File: src/debug_ext_params.svh
// offsets, field positions and reset values of the debug port block
`ifndef DEBUG_EXT_PARAMS_SVH
`define DEBUG_EXT_PARAMS_SVH
// word index on paddr, which carries byte address bits 11:2
`define IDX_STATUS 10'h000
`define IDX_CACHE_CTRL 10'h001
`define IDX_RX_DATA 10'h002
`define IDX_TX_DATA 10'h003
`define IDX_PWR_CTRL 10'h004
`define IDX_PWR_STATUS 10'h005
`define IDX_OSLOCK 10'h006
`define IDX_ROM_ADDR 10'h007
`define IDX_SELF_ADDR 10'h008
`define IDX_RUN_CTRL 10'h009
// status word fields
`define BIT_HALTED 0
`define BIT_RESTARTED 1
`define ENTRY_LSB 2
`define ENTRY_MSB 5
`define BIT_ACK_FORCE 10
`define BIT_ACK_STICKY 11
`define BIT_TX_FULL 29
`define BIT_RX_FULL 30
`define BIT_SRC 31
// entry method codes
`define ENTRY_EXT_HALT 4'h4
`define ENTRY_SW_HALT 4'h0
// cache control fields and reset
`define CC_POLLUTE 0
`define CC_NO_WT 2
`define CC_RESET 3'h7
// run control fields
`define RUN_HALT 0
`define RUN_RESTART 1
// config address fields
`define CFG_ADDR_LSB 12
`define CFG_VALID 0
// edges after reset release during which straps are still captured
`define CFG_SETTLE 2'h3
`endif

File: src/debug_ext_pkg.sv
// types shared by the debug port block
package debug_ext_pkg;
   // run / debug handshake states
   typedef enum logic [1:0] {RUN, HALTING, HALTED, EXITING} dbg_state_t;
   // cache maintenance operations seen by the policy logic
   typedef enum logic [1:0] {
      OP_ICACHE_INV_ALL,
      OP_ICACHE_INV_LINE,
      OP_BTB_FLUSH,
      OP_OTHER
   } cache_op_t;
endpackage

File: src/debug_cache_policy.sv
// debug-state cache allocation, write policy and maintenance checks
`timescale 1ns/100ps
`include "debug_ext_params.svh"
module debug_cache_policy (
   // state and control
   input wire logic in_debug,
   input wire logic [2:0] cache_ctrl,
   // data access
   input wire logic acc_write,
   input wire logic acc_hit,
   input wire logic acc_alias12,
   input wire logic acc_hash_match,
   output logic linefill_en,
   output logic evict_en,
   output logic write_through,
   output logic write_to_poc,
   // maintenance operation
   input wire logic op_valid,
   input wire debug_ext_pkg::cache_op_t op_code,
   input wire logic op_privileged,
   input wire logic op_nonsecure,
   output logic op_accept,
   output logic op_undef,
   output logic op_nop,
   output logic op_flush_both
);
   logic no_pollute;
   logic wt_forced;
   // pollution and write-through policy
   always_comb begin
      no_pollute = in_debug && !cache_ctrl[`CC_POLLUTE];
      wt_forced = in_debug && !cache_ctrl[`CC_NO_WT];
      linefill_en = !no_pollute;
      // aliases and hash twins still push the line out to level two
      evict_en = !no_pollute || acc_alias12 || acc_hash_match;
      write_through = wt_forced && acc_hit;
      write_to_poc = wt_forced && acc_write;
   end
   // maintenance permission: debug state overrides privilege checks for instruction cache and branch predictor ops
   always_comb begin
      unique case (op_code)
         debug_ext_pkg::OP_ICACHE_INV_ALL,
         debug_ext_pkg::OP_ICACHE_INV_LINE:
            op_accept = op_valid && (op_privileged || in_debug);
         debug_ext_pkg::OP_BTB_FLUSH:
            op_accept = op_valid && (op_privileged || in_debug);
         debug_ext_pkg::OP_OTHER:
            op_accept = op_valid && op_privileged;
      endcase
      op_undef = op_valid && !op_accept;
      // branch predictor flush has no effect beyond being accepted
      op_nop = op_accept && (op_code == debug_ext_pkg::OP_BTB_FLUSH);
      op_flush_both = op_accept && op_nonsecure
         && (op_code == debug_ext_pkg::OP_ICACHE_INV_ALL);
   end
endmodule

File: src/debug_ext_port.sv
// debug slave port, halt handshake, channel, power and cache debug control
`timescale 1ns/100ps
`include "debug_ext_params.svh"
module debug_ext_port (
   // clock and reset
   input wire logic clk,
   input wire logic reset_n,
   // apb slave
   input wire logic psel,
   input wire logic penable,
   input wire logic pwrite,
   input wire logic [9:0] paddr,
   input wire logic [31:0] pwdata,
   input wire logic access_source_bit,
   output logic [31:0] prdata,
   output logic pready,
   output logic pslverr,
   // halt handshake
   input wire logic ext_halt_request,
   output logic halt_acknowledge,
   output logic core_halt_req,
   output logic core_restart,
   input wire logic core_in_debug,
   // communication channel, core side
   input wire logic core_rx_read,
   output logic [31:0] core_rx_data,
   input wire logic core_tx_write,
   input wire logic [31:0] core_tx_data,
   output logic chan_rx_irq,
   output logic chan_tx_irq,
   // power control
   input wire logic core_powerdown_request,
   input wire logic core_idle,
   output logic core_powerdown_ack,
   output logic keep_powered_out,
   // configuration straps
   input wire logic oslock_init_in,
   input wire logic [19:0] rom_base_addr,
   input wire logic rom_base_valid,
   input wire logic [19:0] self_offset_addr,
   input wire logic self_offset_valid,
   output logic oslock,
   // cache access from the load/store unit
   input wire logic acc_valid,
   input wire logic acc_write,
   input wire logic acc_hit,
   input wire logic acc_alias12,
   input wire logic acc_hash_match,
   output logic cache_linefill_en,
   output logic cache_evict_en,
   output logic cache_write_through,
   output logic cache_write_to_poc,
   // cache maintenance operation
   input wire logic op_valid,
   input wire debug_ext_pkg::cache_op_t op_code,
   input wire logic op_privileged,
   input wire logic op_nonsecure,
   output logic op_accept,
   output logic op_undef,
   output logic op_nop,
   output logic op_flush_both
);
   // ****************************************
   // synchronised inputs
   // ****************************************
   logic halt_req_s, pd_req_s, oslock_init_s;
   debug_sync u_sync (
      .clk(clk),
      .reset_n(reset_n),
      .d({ext_halt_request, core_powerdown_request, oslock_init_in}),
      .q({halt_req_s, pd_req_s, oslock_init_s})
   );

   // ****************************************
   // apb slave
   // ****************************************
   // registered ready gives every transfer exactly one wait state
   function automatic logic is_mapped(input logic [9:0] idx);
      is_mapped = (idx <= `IDX_RUN_CTRL);
   endfunction

   logic xfer, wr, rd;
   logic [31:0] status_word, read_word;
   logic next_pready, next_pslverr;
   logic [31:0] next_prdata;
   assign xfer = psel && penable && !pready;
   assign wr = xfer && pwrite && is_mapped(paddr);
   assign rd = xfer && !pwrite && is_mapped(paddr);

   // ****************************************
   // register state
   // ****************************************
   debug_ext_pkg::dbg_state_t state, next_state;
   logic [3:0] entry_method, next_entry_method;
   logic ack_force, next_ack_force, ack_sticky, next_ack_sticky;
   logic restarted, next_restarted, src_last, next_src_last;
   logic ext_src, next_ext_src;
   logic [2:0] cache_ctrl, next_cache_ctrl;
   logic keep_powered, next_keep_powered;
   logic rx_full, next_rx_full, tx_full, next_tx_full;
   logic [31:0] rx_data, next_rx_data, tx_data, next_tx_data;
   logic cfg_done, next_oslock;
   logic [1:0] cfg_age, next_cfg_age;
   // straps must cross the synchroniser before they can be trusted
   assign cfg_done = (cfg_age == `CFG_SETTLE);
   logic [31:0] rom_word, next_rom_word, self_word, next_self_word;
   logic sw_halt, sw_restart, next_ack;

   assign sw_halt = wr && (paddr == `IDX_RUN_CTRL) && pwdata[`RUN_HALT];
   assign sw_restart = wr && (paddr == `IDX_RUN_CTRL)
      && pwdata[`RUN_RESTART];

   // status word and read mux
   always_comb begin
      status_word = 32'h0;
      status_word[`BIT_HALTED] = (state == debug_ext_pkg::HALTED);
      status_word[`BIT_RESTARTED] = restarted;
      status_word[`ENTRY_MSB:`ENTRY_LSB] = entry_method;
      status_word[`BIT_ACK_FORCE] = ack_force;
      status_word[`BIT_ACK_STICKY] = ack_sticky;
      status_word[`BIT_TX_FULL] = tx_full;
      status_word[`BIT_RX_FULL] = rx_full;
      status_word[`BIT_SRC] = src_last;
      unique case (paddr)
         `IDX_STATUS: read_word = status_word;
         `IDX_CACHE_CTRL: read_word = {29'h0, cache_ctrl};
         `IDX_RX_DATA: read_word = rx_data;
         `IDX_TX_DATA: read_word = tx_data;
         `IDX_PWR_CTRL: read_word = {31'h0, keep_powered};
         `IDX_PWR_STATUS: read_word = {31'h0, pd_req_s};
         `IDX_OSLOCK: read_word = {31'h0, oslock};
         `IDX_ROM_ADDR: read_word = rom_word;
         `IDX_SELF_ADDR: read_word = self_word;
         default: read_word = 32'h0;
      endcase
   end

   // bus answer: unmapped words answer with an error and zero data
   always_comb begin
      next_pready = xfer;
      next_pslverr = xfer && !is_mapped(paddr);
      next_prdata = rd ? read_word : 32'h0;
   end

   // handshake state machine with the core
   always_comb begin
      next_state = state;
      next_entry_method = entry_method;
      next_ext_src = ext_src;
      next_restarted = restarted;
      unique case (state)
         debug_ext_pkg::RUN: begin
            if (halt_req_s || sw_halt) begin
               next_state = debug_ext_pkg::HALTING;
               next_ext_src = halt_req_s;
            end
         end
         debug_ext_pkg::HALTING: begin
            // no abort: HALTING waits for core_in_debug even if the request drops
            if (core_in_debug) begin
               next_state = debug_ext_pkg::HALTED;
               next_entry_method = ext_src ? `ENTRY_EXT_HALT
                  : `ENTRY_SW_HALT;
            end
         end
         debug_ext_pkg::HALTED: begin
            if (sw_restart) begin
               next_state = debug_ext_pkg::EXITING;
               next_restarted = 1'b0;
            end
         end
         debug_ext_pkg::EXITING: begin
            if (!core_in_debug) begin
               next_state = debug_ext_pkg::RUN;
               next_restarted = 1'b1;
            end
         end
      endcase
      // acknowledge: debug state, force bit, or held by the sticky bit
      next_ack = (next_state == debug_ext_pkg::HALTED)
         || next_ack_force
         || (halt_acknowledge && next_ack_sticky);
   end

   // software-written fields and channel flags
   always_comb begin
      next_ack_force = ack_force;
      next_ack_sticky = ack_sticky;
      next_src_last = xfer ? access_source_bit : src_last;
      next_cache_ctrl = cache_ctrl;
      next_keep_powered = keep_powered;
      next_rx_data = rx_data;
      next_tx_data = tx_data;
      next_oslock = oslock;
      if (wr && paddr == `IDX_STATUS) begin
         next_ack_force = pwdata[`BIT_ACK_FORCE];
         next_ack_sticky = pwdata[`BIT_ACK_STICKY];
      end
      if (wr && paddr == `IDX_CACHE_CTRL) begin
         next_cache_ctrl = pwdata[2:0];
      end
      if (wr && paddr == `IDX_PWR_CTRL) begin
         next_keep_powered = pwdata[0];
      end
      if (wr && paddr == `IDX_OSLOCK) begin
         next_oslock = pwdata[0];
      end
      // straps are caught until the synchroniser has filled after reset
      if (!cfg_done) begin
         next_oslock = oslock_init_s;
      end
      // a set in the same cycle as a clear wins
      next_rx_full = rx_full && !core_rx_read;
      if (wr && paddr == `IDX_RX_DATA) begin
         next_rx_data = pwdata;
         next_rx_full = 1'b1;
      end
      next_tx_full = tx_full && !(rd && paddr == `IDX_TX_DATA);
      if (core_tx_write) begin
         next_tx_data = core_tx_data;
         next_tx_full = 1'b1;
      end
   end

   // configuration words sampled after reset; inputs only move in reset
   always_comb begin
      next_cfg_age = cfg_done ? cfg_age : cfg_age + 2'h1;
      next_rom_word = rom_word;
      next_self_word = self_word;
      if (!cfg_done) begin
         next_rom_word = {rom_base_addr, 11'h0, rom_base_valid};
         next_self_word = {self_offset_addr, 11'h0, self_offset_valid};
      end
   end

   // ****************************************
   // cache policy
   // ****************************************
   logic p_fill, p_evict, p_wt, p_poc, p_acc, p_und, p_nop, p_both;
   debug_cache_policy u_policy (
      .in_debug(state == debug_ext_pkg::HALTED),
      .cache_ctrl(cache_ctrl),
      .acc_write(acc_write),
      .acc_hit(acc_hit),
      .acc_alias12(acc_alias12),
      .acc_hash_match(acc_hash_match),
      .linefill_en(p_fill),
      .evict_en(p_evict),
      .write_through(p_wt),
      .write_to_poc(p_poc),
      .op_valid(op_valid),
      .op_code(op_code),
      .op_privileged(op_privileged),
      .op_nonsecure(op_nonsecure),
      .op_accept(p_acc),
      .op_undef(p_und),
      .op_nop(p_nop),
      .op_flush_both(p_both)
   );

   // ****************************************
   // registers
   // ****************************************
   // all outputs leave from flops; policy answers one cycle after the ask
   always_ff @(posedge clk or negedge reset_n) begin
      if (!reset_n) begin
         state <= debug_ext_pkg::RUN;
         entry_method <= `ENTRY_SW_HALT;
         ext_src <= 1'b0;
         restarted <= 1'b0;
         ack_force <= 1'b0;
         ack_sticky <= 1'b0;
         src_last <= 1'b0;
         cache_ctrl <= `CC_RESET;
         keep_powered <= 1'b0;
         rx_full <= 1'b0;
         tx_full <= 1'b0;
         rx_data <= 32'h0;
         tx_data <= 32'h0;
         oslock <= 1'b0;
         cfg_age <= 2'h0;
         rom_word <= 32'h0;
         self_word <= 32'h0;
         prdata <= 32'h0;
         pready <= 1'b0;
         pslverr <= 1'b0;
         halt_acknowledge <= 1'b0;
         core_halt_req <= 1'b0;
         core_restart <= 1'b0;
         core_rx_data <= 32'h0;
         chan_rx_irq <= 1'b0;
         chan_tx_irq <= 1'b1;
         core_powerdown_ack <= 1'b0;
         keep_powered_out <= 1'b0;
         cache_linefill_en <= 1'b1;
         cache_evict_en <= 1'b1;
         cache_write_through <= 1'b0;
         cache_write_to_poc <= 1'b0;
         op_accept <= 1'b0;
         op_undef <= 1'b0;
         op_nop <= 1'b0;
         op_flush_both <= 1'b0;
      end else begin
         state <= next_state;
         entry_method <= next_entry_method;
         ext_src <= next_ext_src;
         restarted <= next_restarted;
         ack_force <= next_ack_force;
         ack_sticky <= next_ack_sticky;
         src_last <= next_src_last;
         cache_ctrl <= next_cache_ctrl;
         keep_powered <= next_keep_powered;
         rx_full <= next_rx_full;
         tx_full <= next_tx_full;
         rx_data <= next_rx_data;
         tx_data <= next_tx_data;
         oslock <= next_oslock;
         cfg_age <= next_cfg_age;
         rom_word <= next_rom_word;
         self_word <= next_self_word;
         prdata <= next_prdata;
         pready <= next_pready;
         pslverr <= next_pslverr;
         halt_acknowledge <= next_ack;
         core_halt_req <= (next_state == debug_ext_pkg::HALTING);
         core_restart <= (next_state == debug_ext_pkg::EXITING);
         core_rx_data <= next_rx_data;
         chan_rx_irq <= next_rx_full;
         chan_tx_irq <= !next_tx_full;
         core_powerdown_ack <= pd_req_s && core_idle;
         keep_powered_out <= next_keep_powered;
         cache_linefill_en <= acc_valid && p_fill;
         cache_evict_en <= acc_valid && p_evict;
         cache_write_through <= acc_valid && p_wt;
         cache_write_to_poc <= acc_valid && p_poc;
         op_accept <= p_acc;
         op_undef <= p_und;
         op_nop <= p_nop;
         op_flush_both <= p_both;
      end
   end

   logic dbg;
   assign dbg = (state == debug_ext_pkg::HALTED);
endmodule

File: src/debug_sync.sv
// two-flop synchroniser for the asynchronous debug inputs
`timescale 1ns/100ps
module debug_sync (
   // clock and reset
   input wire logic clk,
   input wire logic reset_n,
   // levels in and out
   input wire logic [2:0] d,
   output logic [2:0] q
);
   logic [2:0] meta;
   // first stage feeds only the second stage
   always_ff @(posedge clk or negedge reset_n) begin
      if (!reset_n) begin
         meta <= 3'h0;
         q <= 3'h0;
      end else begin
         meta <= d;
         q <= meta;
      end
   end
endmodule

File: config.mk
export PLATFORM = sky130hd
export DESIGN_NAME = debug_ext_port
export DESIGN_NICKNAME = d
export VERILOG_FILES = /design/src/debug_ext_pkg.sv /design/src/debug_cache_policy.sv /design/src/debug_ext_port.sv /design/src/debug_sync.sv
export VERILOG_INCLUDE_DIRS = /design/src
export SDC_FILE = /design/constraint.sdc
export NUM_CORES = 1
export LEC_CHECK = 0
export BUFFER_PORTS_ARGS = -buffer_cell sky130_fd_sc_hd__buf_4
export CAP_MARGIN = 0
export CORE_MARGIN = 4
export CORE_UTILIZATION = 56
export DETAILED_ROUTE_END_ITERATION = 6
export GPL_ROUTABILITY_DRIVEN = 0
export MAX_ROUTING_LAYER = met4
export PLACE_DENSITY = 0.86
export SYNTH_ARGS = -nofsm -noshare
export SYNTH_HDL_FRONTEND = slang
export SYNTH_SLANG_ARGS = --single-unit
File: constraint.sdc
create_clock -name clk -period 3 [get_ports clk]
set_clock_uncertainty 0.2 [all_clocks]
set_input_delay 0.15 -clock clk [delete_from_list [all_inputs] [get_ports clk]]
set_output_delay 0.15 -clock clk [all_outputs]
set_load 0.02 [all_outputs]
# Word level (Yosys, flattened, before mapping)
# Index checks and enable logic that the tools add are counted.
[totals]
reg_bits = 179
input_bits = 139
out_inout_bits = 82
elab_cells = 135
[classes]
n_addsub = 1
magnitude_cmp = 1
eq_ne = 22
muxes = 18
n_reduce_logical = 58
[ops]
columns = ["operator", "n"]
rows = [
  ["case mux 32 bit (9 select lines)", 1],
  ["== test 10 x 3 -> 1 bit (second input constant)", 4],
  ["logical AND 1 bit", 34],
  ["2-to-1 mux 32 bit", 1],
  ["== test 10 x 2 -> 1 bit (second input constant)", 2],
  ["== test 10 x 4 -> 1 bit (second input constant)", 2],
  ["== test 2 bit (second input constant)", 7],
  ["== test 10 x 1 -> 1 bit (second input constant)", 1],
  ["less-or-equal comparator 10 x 4 -> 1 bit (second input constant)", 1],
  ["logical NOT 1 bit", 10],
  ["logical NOT 10 bit", 1],
  ["2-to-1 mux 1 bit", 8],
  ["2-to-1 mux 2 bit", 4],
  ["case mux 2 bit (4 select lines)", 1],
  ["== test 2 x 1 -> 1 bit (second input constant)", 3],
  ["logical OR 1 bit", 6],
  ["logical NOT 2 bit", 2],
  ["inequality test 2 bit (second input constant)", 2],
  ["case mux 1 bit (2 select lines)", 2],
  ["AND reduction 2 bit", 2],
  ["2-to-1 mux 3 bit", 1],
  ["AND reduction 3 bit", 1],
  ["OR reduction 3 bit", 1],
  ["adder 2 x 1 -> 2 bit (second input constant)", 1],
  ["2 further kinds", 2],
]

# Longest topological paths before layout
# Gate-level depths: netlist of the first run.
[depth]
depth_word = 12
mapped_depth = 7
depth_no_buf = 5

# Cells and area by module
# From an unflattened synthesis of the first run, not the netlist that was laid out.
[unflattened]
cells_unflattened = 535
area_unflattened_um2 = 7335.8
[by_module_without_submodules]
columns = ["module", "n_inst", "cells_each", "area_each_um2", "seq_area_each_um2"]
rows = [
  ["debug_ext_port", 1, 518, 7091.8, 4261.6],
  ["debug_sync", 1, 6, 150.1, 150.1],
  ["debug_cache_policy", 1, 11, 93.8, 0.0],
]

# Worst setup path before layout of the first run
# No wires, ideal clock.
[synth_timing]
kind = "register -> register"
startpoint = "reg cfg_age[0]"
endpoint = "reg cfg_age[1]"
setup_time_ps = 125
arrival_time_ps = 1507
t_required_ps = 2675
path_slack_ps = 1169
stages_incl_launch_ff = 5
path_buffers = 2
period_less_slack_ps = 1831
path_cell_list = "dfrtp_1 -> ha_1 -> clkbuf_1 -> clkbuf_1 -> mux2_2"
[synth_between]
elab_chain_len = 1
elab_cells_between_ends = 2
classes_between = "1 x add/sub; 1 x eq/ne"
[synth_lines]
columns = ["item", "line_no", "text"]
rows = [
  ["from (decl)", "debug_ext_port.sv:103", "logic [1:0] cfg_age, next_cfg_age;"],
  ["from (signal assigned)", "debug_ext_port.sv:318", "cfg_age <= next_cfg_age;"],
  ["adder 2 x 1 -> 2 bit or == test 2 bit (tied branches)", "--", ""],
]
# Parallel ways exist; a longest one is shown, timed or not.
# A chain may end at the register's enable or synchronous reset.

# Worst setup path in the final report of the first run
[layout_timing]
startpoint = "reg state[1]"
endpoint = "reg op_flush_both"
[layout_between]
elab_chain_len = 6
[layout_lines]
columns = ["item", "line_no", "text"]
rows = [
  ["from (decl)", "debug_ext_port.sv:93", "debug_ext_pkg::dbg_state_t state, next_state;"],
  ["from (signal assigned)", "debug_ext_port.sv:267", "state <= debug_ext_pkg::RUN;"],
  ["from (signal assigned)", "debug_ext_port.sv:304", "state <= next_state;"],
  ["== test 2 bit", "debug_ext_port.sv:241", ".in_debug(state == debug_ext_pkg::HALTED),"],
  ["logical OR 1 bit", "debug_cache_policy.sv:44, debug_cache_policy.sv:46", ""],
  ["logical AND 1 bit", "debug_cache_policy.sv:44, debug_cache_policy.sv:46", ""],
  ["case mux 1 bit (2 select lines)", "debug_cache_policy.sv:41", "unique case (op_code)"],
  ["named net p_acc", "debug_ext_port.sv:239", "logic p_fill, p_evict, p_wt, p_poc, p_acc, p_und, p_nop, p_both;"],
  ["logical AND 1 bit", "debug_cache_policy.sv:53", "op_flush_both = op_accept && op_nonsecure"],
  ["logical AND 1 bit", "debug_cache_policy.sv:54", "&& (op_code == debug_ext_pkg::OP_ICACHE_INV_ALL);"],
  ["named net p_both", "debug_ext_port.sv:239", ""],
  ["to (signal assigned)", "debug_ext_port.sv:339", "op_flush_both <= p_both;"],
  ["to (decl)", "debug_ext_port.sv:61", "output logic op_flush_both"],
]
# The timed path passes the listed nets, and every way through them passes these cells.

==> results.yml, run 1 <==
synth:
  syn_area_mm2: 0.00740
  avgSynthCellArea_um2: 13.9
  async_flop_share: 1.00
  synth_warnings: 0
  synthDistinctLibCells: 54
  synth_top_area_frac: 0.575
  syn_nets: 671
  synth_edf_count: 0
  yosysTopAreaCell: "dfrtp_1"
  ys_seq_elements: 176
  netlist_instances: 531
  synthTopCellsByCount: "dfrtp_1 (170), mux2_2 (110), nor2_1 (36), mux2i_1 (29), a22oi_1 (21)"
  seq_area_frac_synth: 0.597
  ys_top_cells_by_area: "dfrtp_1 (58%), mux2_2 (17%), mux2i_1 (3.9%)"
  yosys_most_used_dff: "dfrtp_1"
  synth_most_common_cell: "dfrtp_1"
worst_setup_path:
  cp.arrival_ns: 2.75
  path_class: "reg2reg"
  critPathMostFrequentCell: "nor2b_1"
  end_kind: "flop"
  cp_cell_sequence: "nor2b_1, a21oi_1, nor2b_1, nor4bb_1, dlygate4sd3_1"
  critPathRequiredTime_ns: 3.16
  crit_path_start_kind: "flop"
  critPathMaxFanout: 9
  cp_slowest_cell: "nor2b_1"
  critPathMaxStageDelay_ns: 0.59
timing:
  fin_setup_tns_ns: 0
  rsz0062_at_grt: "no"
  finalMaxSlewViolations: 0
  worstMarginPinSlew_ns: 0.718
  slew_headroom: 0.522
  finalSetupViolations: 0
  final-hold-violation-count: 0
  fmax_mhz: 387
  period_share: 0.861
  min_period_ns: 2.58
floorplan:
  fp.dieH_um: 123
  rows: 41
  dieArea_mm2: 0.0151
  start_util: 0.579
  die_x_um: 123
  fp.coreArea_mm2: 0.0128
  ioPinCount: 221
clock_tree:
  cts_tree: "yes"
  numCtsBuffers: 17
  cts.sinks: 176
  worstSkewPairLatency_ns: 0.43
  path_clk_slew_ns: 0.06
  htree_levels: 4
  clk_path_buf_depth: 2
  root_buffer: "clkbuf_16"
global_routing:
  busiest_layer: "met2"
  met1_usage: 0.377
  met2_usage: 0.599
  grt_pass1_wl_um: 37100
  antenna_found_initial: 2
  grt_overflow: 0
  grtUsageTotal: 0.342
  gr-usage-met3: 0.0773
  grt_start_max_net_pins: 75
  grt_pass1_vias: 6834
cells_and_area:
  drive_above_1_share: 0.436
  fin_nets: 1019
  synthToLayoutAreaGrowth_pct: 50.1
  design_area_mm2: 0.0111
routing:
  routed_via_density: 5.82
  final_antenna_net_count: 0
  drc_errors: 0
  drt_wl_total_um: 24600
  drtIter0Drc: 634
  drtPass1Iterations: 7
  wl_per_cell_um: 23.1
  vias: 6209
power:
  cellPowerDensity_mw_per_mm2: 508
  peakVddDrop_uv: 382
  p_leak_nw: 5.25
placement:
  place_hpwl_um: 13500
  dpl_cell_area_mm2: 0.00918
  io_buffers: 220
run:
  drv_cap: 0
status:
  status: "finished, final reports clean"
worst_hold_path:
  hp-class: "in2reg"
==> per-layer routing <==
metal / up-vias / routed length [µm]
met5: - / 0
met4: 0 / 792
met3: 69 / 2020
met2: 384 / 13200
met1: 3119 / 8620
li1: 2637 / -
==> area by class of cell <==
type                       count  area (µm²)
sequential                   176        4410
timing repair buffer         359        3060
multi-input combinational    323        2820
fill                         560        1670
clock buffer                  27         503
tap                          172         215
clock inverter                 5        77.6
inverter                       2        7.51
antenna                        2        5.00
==> cell usage in the layout, fill, tap and decap left out, types with 7 or more instances in the layout <==
cell / synthesis / routed
buf_4: 1 / 223
dfrtp_1: 170 / 170
dlygate4sd3_1: 0 / 133
mux2_2: 110 / 110
nor2_1: 36 / 36
mux2i_1: 29 / 29
a22oi_1: 21 / 21
clkbuf_16: 0 / 17
a21oi_1: 14 / 14
o2bb2ai_1: 14 / 14
nand2_1: 11 / 11
mux2_4: 9 / 9
nand4_1: 7 / 7
==> worst max-delay path: cells and delay by family, from the launching register on <==
family / cells / cell delay, ns
AO/OA/AOI/OAI: 1 / 0.16
buffers and inverters: 1 / 0.59
flip-flops: 1 / 0.52
AND/OR/NAND/NOR: 3 / 1.05
==> registers in the layout, indices dropped and copies added (netlist names), 3 cells and up <==
signal	count
prdata	32
tx_data	32
rx_data	32
rom_word	21
u_sync.q	3
u_sync.meta	3
cache_ctrl	3
self_word	21
==> repair_timing <==
item	4_1_cts	5_1_grt
hold buffers	133	0
endpoints found under the setup margin	0	0
resized for setup	0	0
setup buffers	0	0
endpoints found under the hold margin	218	0
==> report_power, final <==
| part | total, mW | internal [mW] | switching (mW) |
|---|---|---|---|
| sequential | 2.62 | 2.51 | 0.112 |
| combinational | 0.804 | 0.440 | 0.364 |
| clock | 2.21 | 1.31 | 0.897 |
| total | 5.64 | 4.26 | 1.37 |
==> stage by stage <==
step	instances	setup slack, ns	utilization	hold slack, ns	power, mW
5_1_grt	1066	0.372	0.869	0.0632	5.80
3_3_place_gp	899	0.653	0.719	0.0128	3.24
4_1_cts	1064	0.506	0.869	0.00511	5.58
3_5_place_dp	899	0.615	0.719	0.0263	3.27
6_report	1066	0.416	0.869	0.0562	5.64
2_1_floorplan	531	1.17	-	-0.346	2.93
==> kinds of logic after synthesis <==
group / count (synthesis) / synth area share
XOR/XNOR: 1 / 0.00118
adder cells (fa/ha/maj): 1 / 0.00169
AO/OA/AOI/OAI: 71 / 0.0687
AND/OR/NAND/NOR: 101 / 0.0819
multiplexers: 149 / 0.228
flip-flops: 176 / 0.597
buffers and inverters: 32 / 0.0220
==> path summary, 6_finish.rpt <==
path	start	endpoint	slack [ns]	cells past startpoint
min in group asynchronous	reset_n	prdata[6]	0.12	2
hold / removal	paddr[7]	prdata[29]	0.06	5
setup reg to reg	state[1]	op_flush_both	0.42	5
hold reg to reg	u_sync.meta[0]	u_sync.q[0]	0.15	0
setup / recovery	state[1]	op_flush_both	0.42	5
max in group asynchronous	reset_n	cache_ctrl[0]	1.70	3
(Power assumes the default switching activity.)
==> inputs of run 2 (changes only) <==
Settings changed: CELL_PAD_IN_SITES_DETAIL_PLACEMENT from default to 2, CELL_PAD_IN_SITES_GLOBAL_PLACEMENT from default to 2, CORE_UTILIZATION 56 to 37, PLACE_DENSITY 0.86 to default, PLACE_DENSITY_LB_ADDON from default to 0.1.
==> run 2 against run 1 <==
Net effect: final cell count increased by 8.9%; total power up 1.7%; count of clock-buffer cells in the layout down 7; via count down 1.4%; hold slack got worse by 0.022 ns; clock power is essentially flat; combinational power up 8.3%; highest routed layer unchanged.
==> results.yml, run 2 (synthesis results as in run 1) <==
status:
  status: "finished, final reports clean"
cells_and_area:
  register_area_mm2: 0.00441
  diodes: 0
  fin_util: 0.575
  drive_above_1_share: 0.444
  layout_common_cells: "buf_4 (227), dfrtp_1 (170), dlygate4sd3_1 (133), mux2_2 (110), nor2_1 (36)"
  fin_nets: 1024
  synthToLayoutAreaGrowth_pct: 52.2
  final_common_cell: "buf_4"
  multi_input_area_mm2: 0.00283
  top_regs: "prdata (32), rx_data (32), tx_data (32)"
  nFillCells: 1789
  finalNonFillerCells: 1161
clock_tree:
  numCtsBuffers: 17
  root_buffer: "clkbuf_16"
  post_cts_buffers: 0
  cts.sinks: 176
  worstSkewPairLatency_ns: 0.44
  cts_tree: "yes"
  clk_path_buf_depth: 2
  htree_levels: 4
  path_clk_slew_ns: 0.07
worst_setup_path:
  path_class: "in2reg"
  cp_cell_sequence: "dlygate4sd3_1, buf_4, nor4bb_1, and4_1, a211oi_1, a211oi_1, dlygate4sd3_1"
  crit_start: "paddr[1]"
  cp_slowest_cell: "nor4bb_1"
  path_buf_inv: 3
  reg2reg_slack_ns: 0.24
  critPathRequiredTime_ns: 3.16
  critPathMaxStageDelay_ns: 0.67
  cp.arrival_ns: 2.95
  reg2reg_from: "pready"
  critPathMaxFanout: 18
  crit_path_start_kind: "input port"
  critPathTopFamily: "buffers and inverters"
  end_kind: "flop"
global_routing:
  grtUsageTotal: 0.309
  grt_start_max_net_pins: 69
  grt_pass1_vias: 7510
  antenna_found_initial: 0
  grt_pass1_wl_um: 49200
  grt_overflow: 0
floorplan:
  die_x_um: 149
  fp.dieH_um: 149
  fp.coreArea_mm2: 0.0196
  dieArea_mm2: 0.0223
  rows: 51
  ioPinCount: 221
  start_util: 0.378
routing:
  routed_via_density: 5.27
  vias: 6119
  drc_errors: 0
  final_antenna_net_count: 0
  drtPass1Iterations: 5
  drtIter0Drc: 219
  wl_per_cell_um: 28.3
  drt_wl_total_um: 32800
timing:
  fin_setup_tns_ns: 0
  fmax_mhz: 359
  finalMaxSlewViolations: 0
  rsz0062_at_grt: "no"
  final-hold-violation-count: 0
  slew_headroom: 0.450
  min_period_ns: 2.79
  finalWorstSetupSlack_ns: 0.211
  period_share: 0.930
  worstMarginPinSlew_ns: 0.817
  finalSetupViolations: 0
placement:
  dp.cells: 997
  pre_cts_slack_ns: 0.613
  place_hpwl_um: 16900
  io_buffers: 220
power:
  cellPowerDensity_mw_per_mm2: 510
  p_total_mw: 5.73
  p_leak_nw: 5.28
  peakVddDrop_uv: 391
run:
  drv_cap: 0
worst_hold_path:
  hp-class: "in2reg"
  hp-start: "paddr[0]"
run 2: stage by stage:
step	area [µm²]	hold slack [ns]
after floorplan	7400	-0.346
after global placement	9360	-0.0335
after detailed placement	9360	-0.0258
after CTS	11300	0.0127
after global routing	11300	0.0485
final	11300	0.0345
run 2: routing by layer:
layer  vias to the layer above  track usage  routed length (µm)
met2                       210        0.579               18500
met1                      3221        0.331               12200
met4                         0       0.0979                 769
li1                       2633            -                   -
met3                        55       0.0541                1320
met5                         -            -                   0
run 2: repair_timing:
action / 4_1_cts / 5_1_grt
endpoints found under the hold margin: 215 / 0
setup endpoints to repair: 0 / 0
resized for setup: 0 / 0
hold buffers: 133 / 0
run 2: worst register-to-register path: cells and delay by family (launching register included):
| kind | cells | cell delay, ns |
|---|---|---|
| AND/OR/NAND/NOR | 2 | 0.62 |
| buffers and inverters | 2 | 0.80 |
| AO/OA/AOI/OAI | 2 | 0.61 |
| flip-flops | 1 | 0.40 |
run 2: where the power goes:
group | internal [mW] | total, mW | switching, mW
Clock | 1.19 | 2.24 | 1.05
Combinational | 0.450 | 0.871 | 0.421
Sequential | 2.51 | 2.63 | 0.120
run 2: final cells by class:
type,count,share of cell area
inverter,2,0.000667
timing repair buffer,364,0.276
tap,265,0.0295
sequential,176,0.392
multi-input combinational,323,0.251
clock buffer,20,0.0406
clock inverter,11,0.00956
run 2: path summary, 6_finish.rpt:
check	to	depth (start not counted)
setup reg to reg	state[0]	6
hold reg to reg	u_sync.q[1]	0
hold / removal	prdata[31]	3
min in group asynchronous	rx_data[7]	2
max in group asynchronous	rom_word[21]	3
setup / recovery	core_halt_req	7
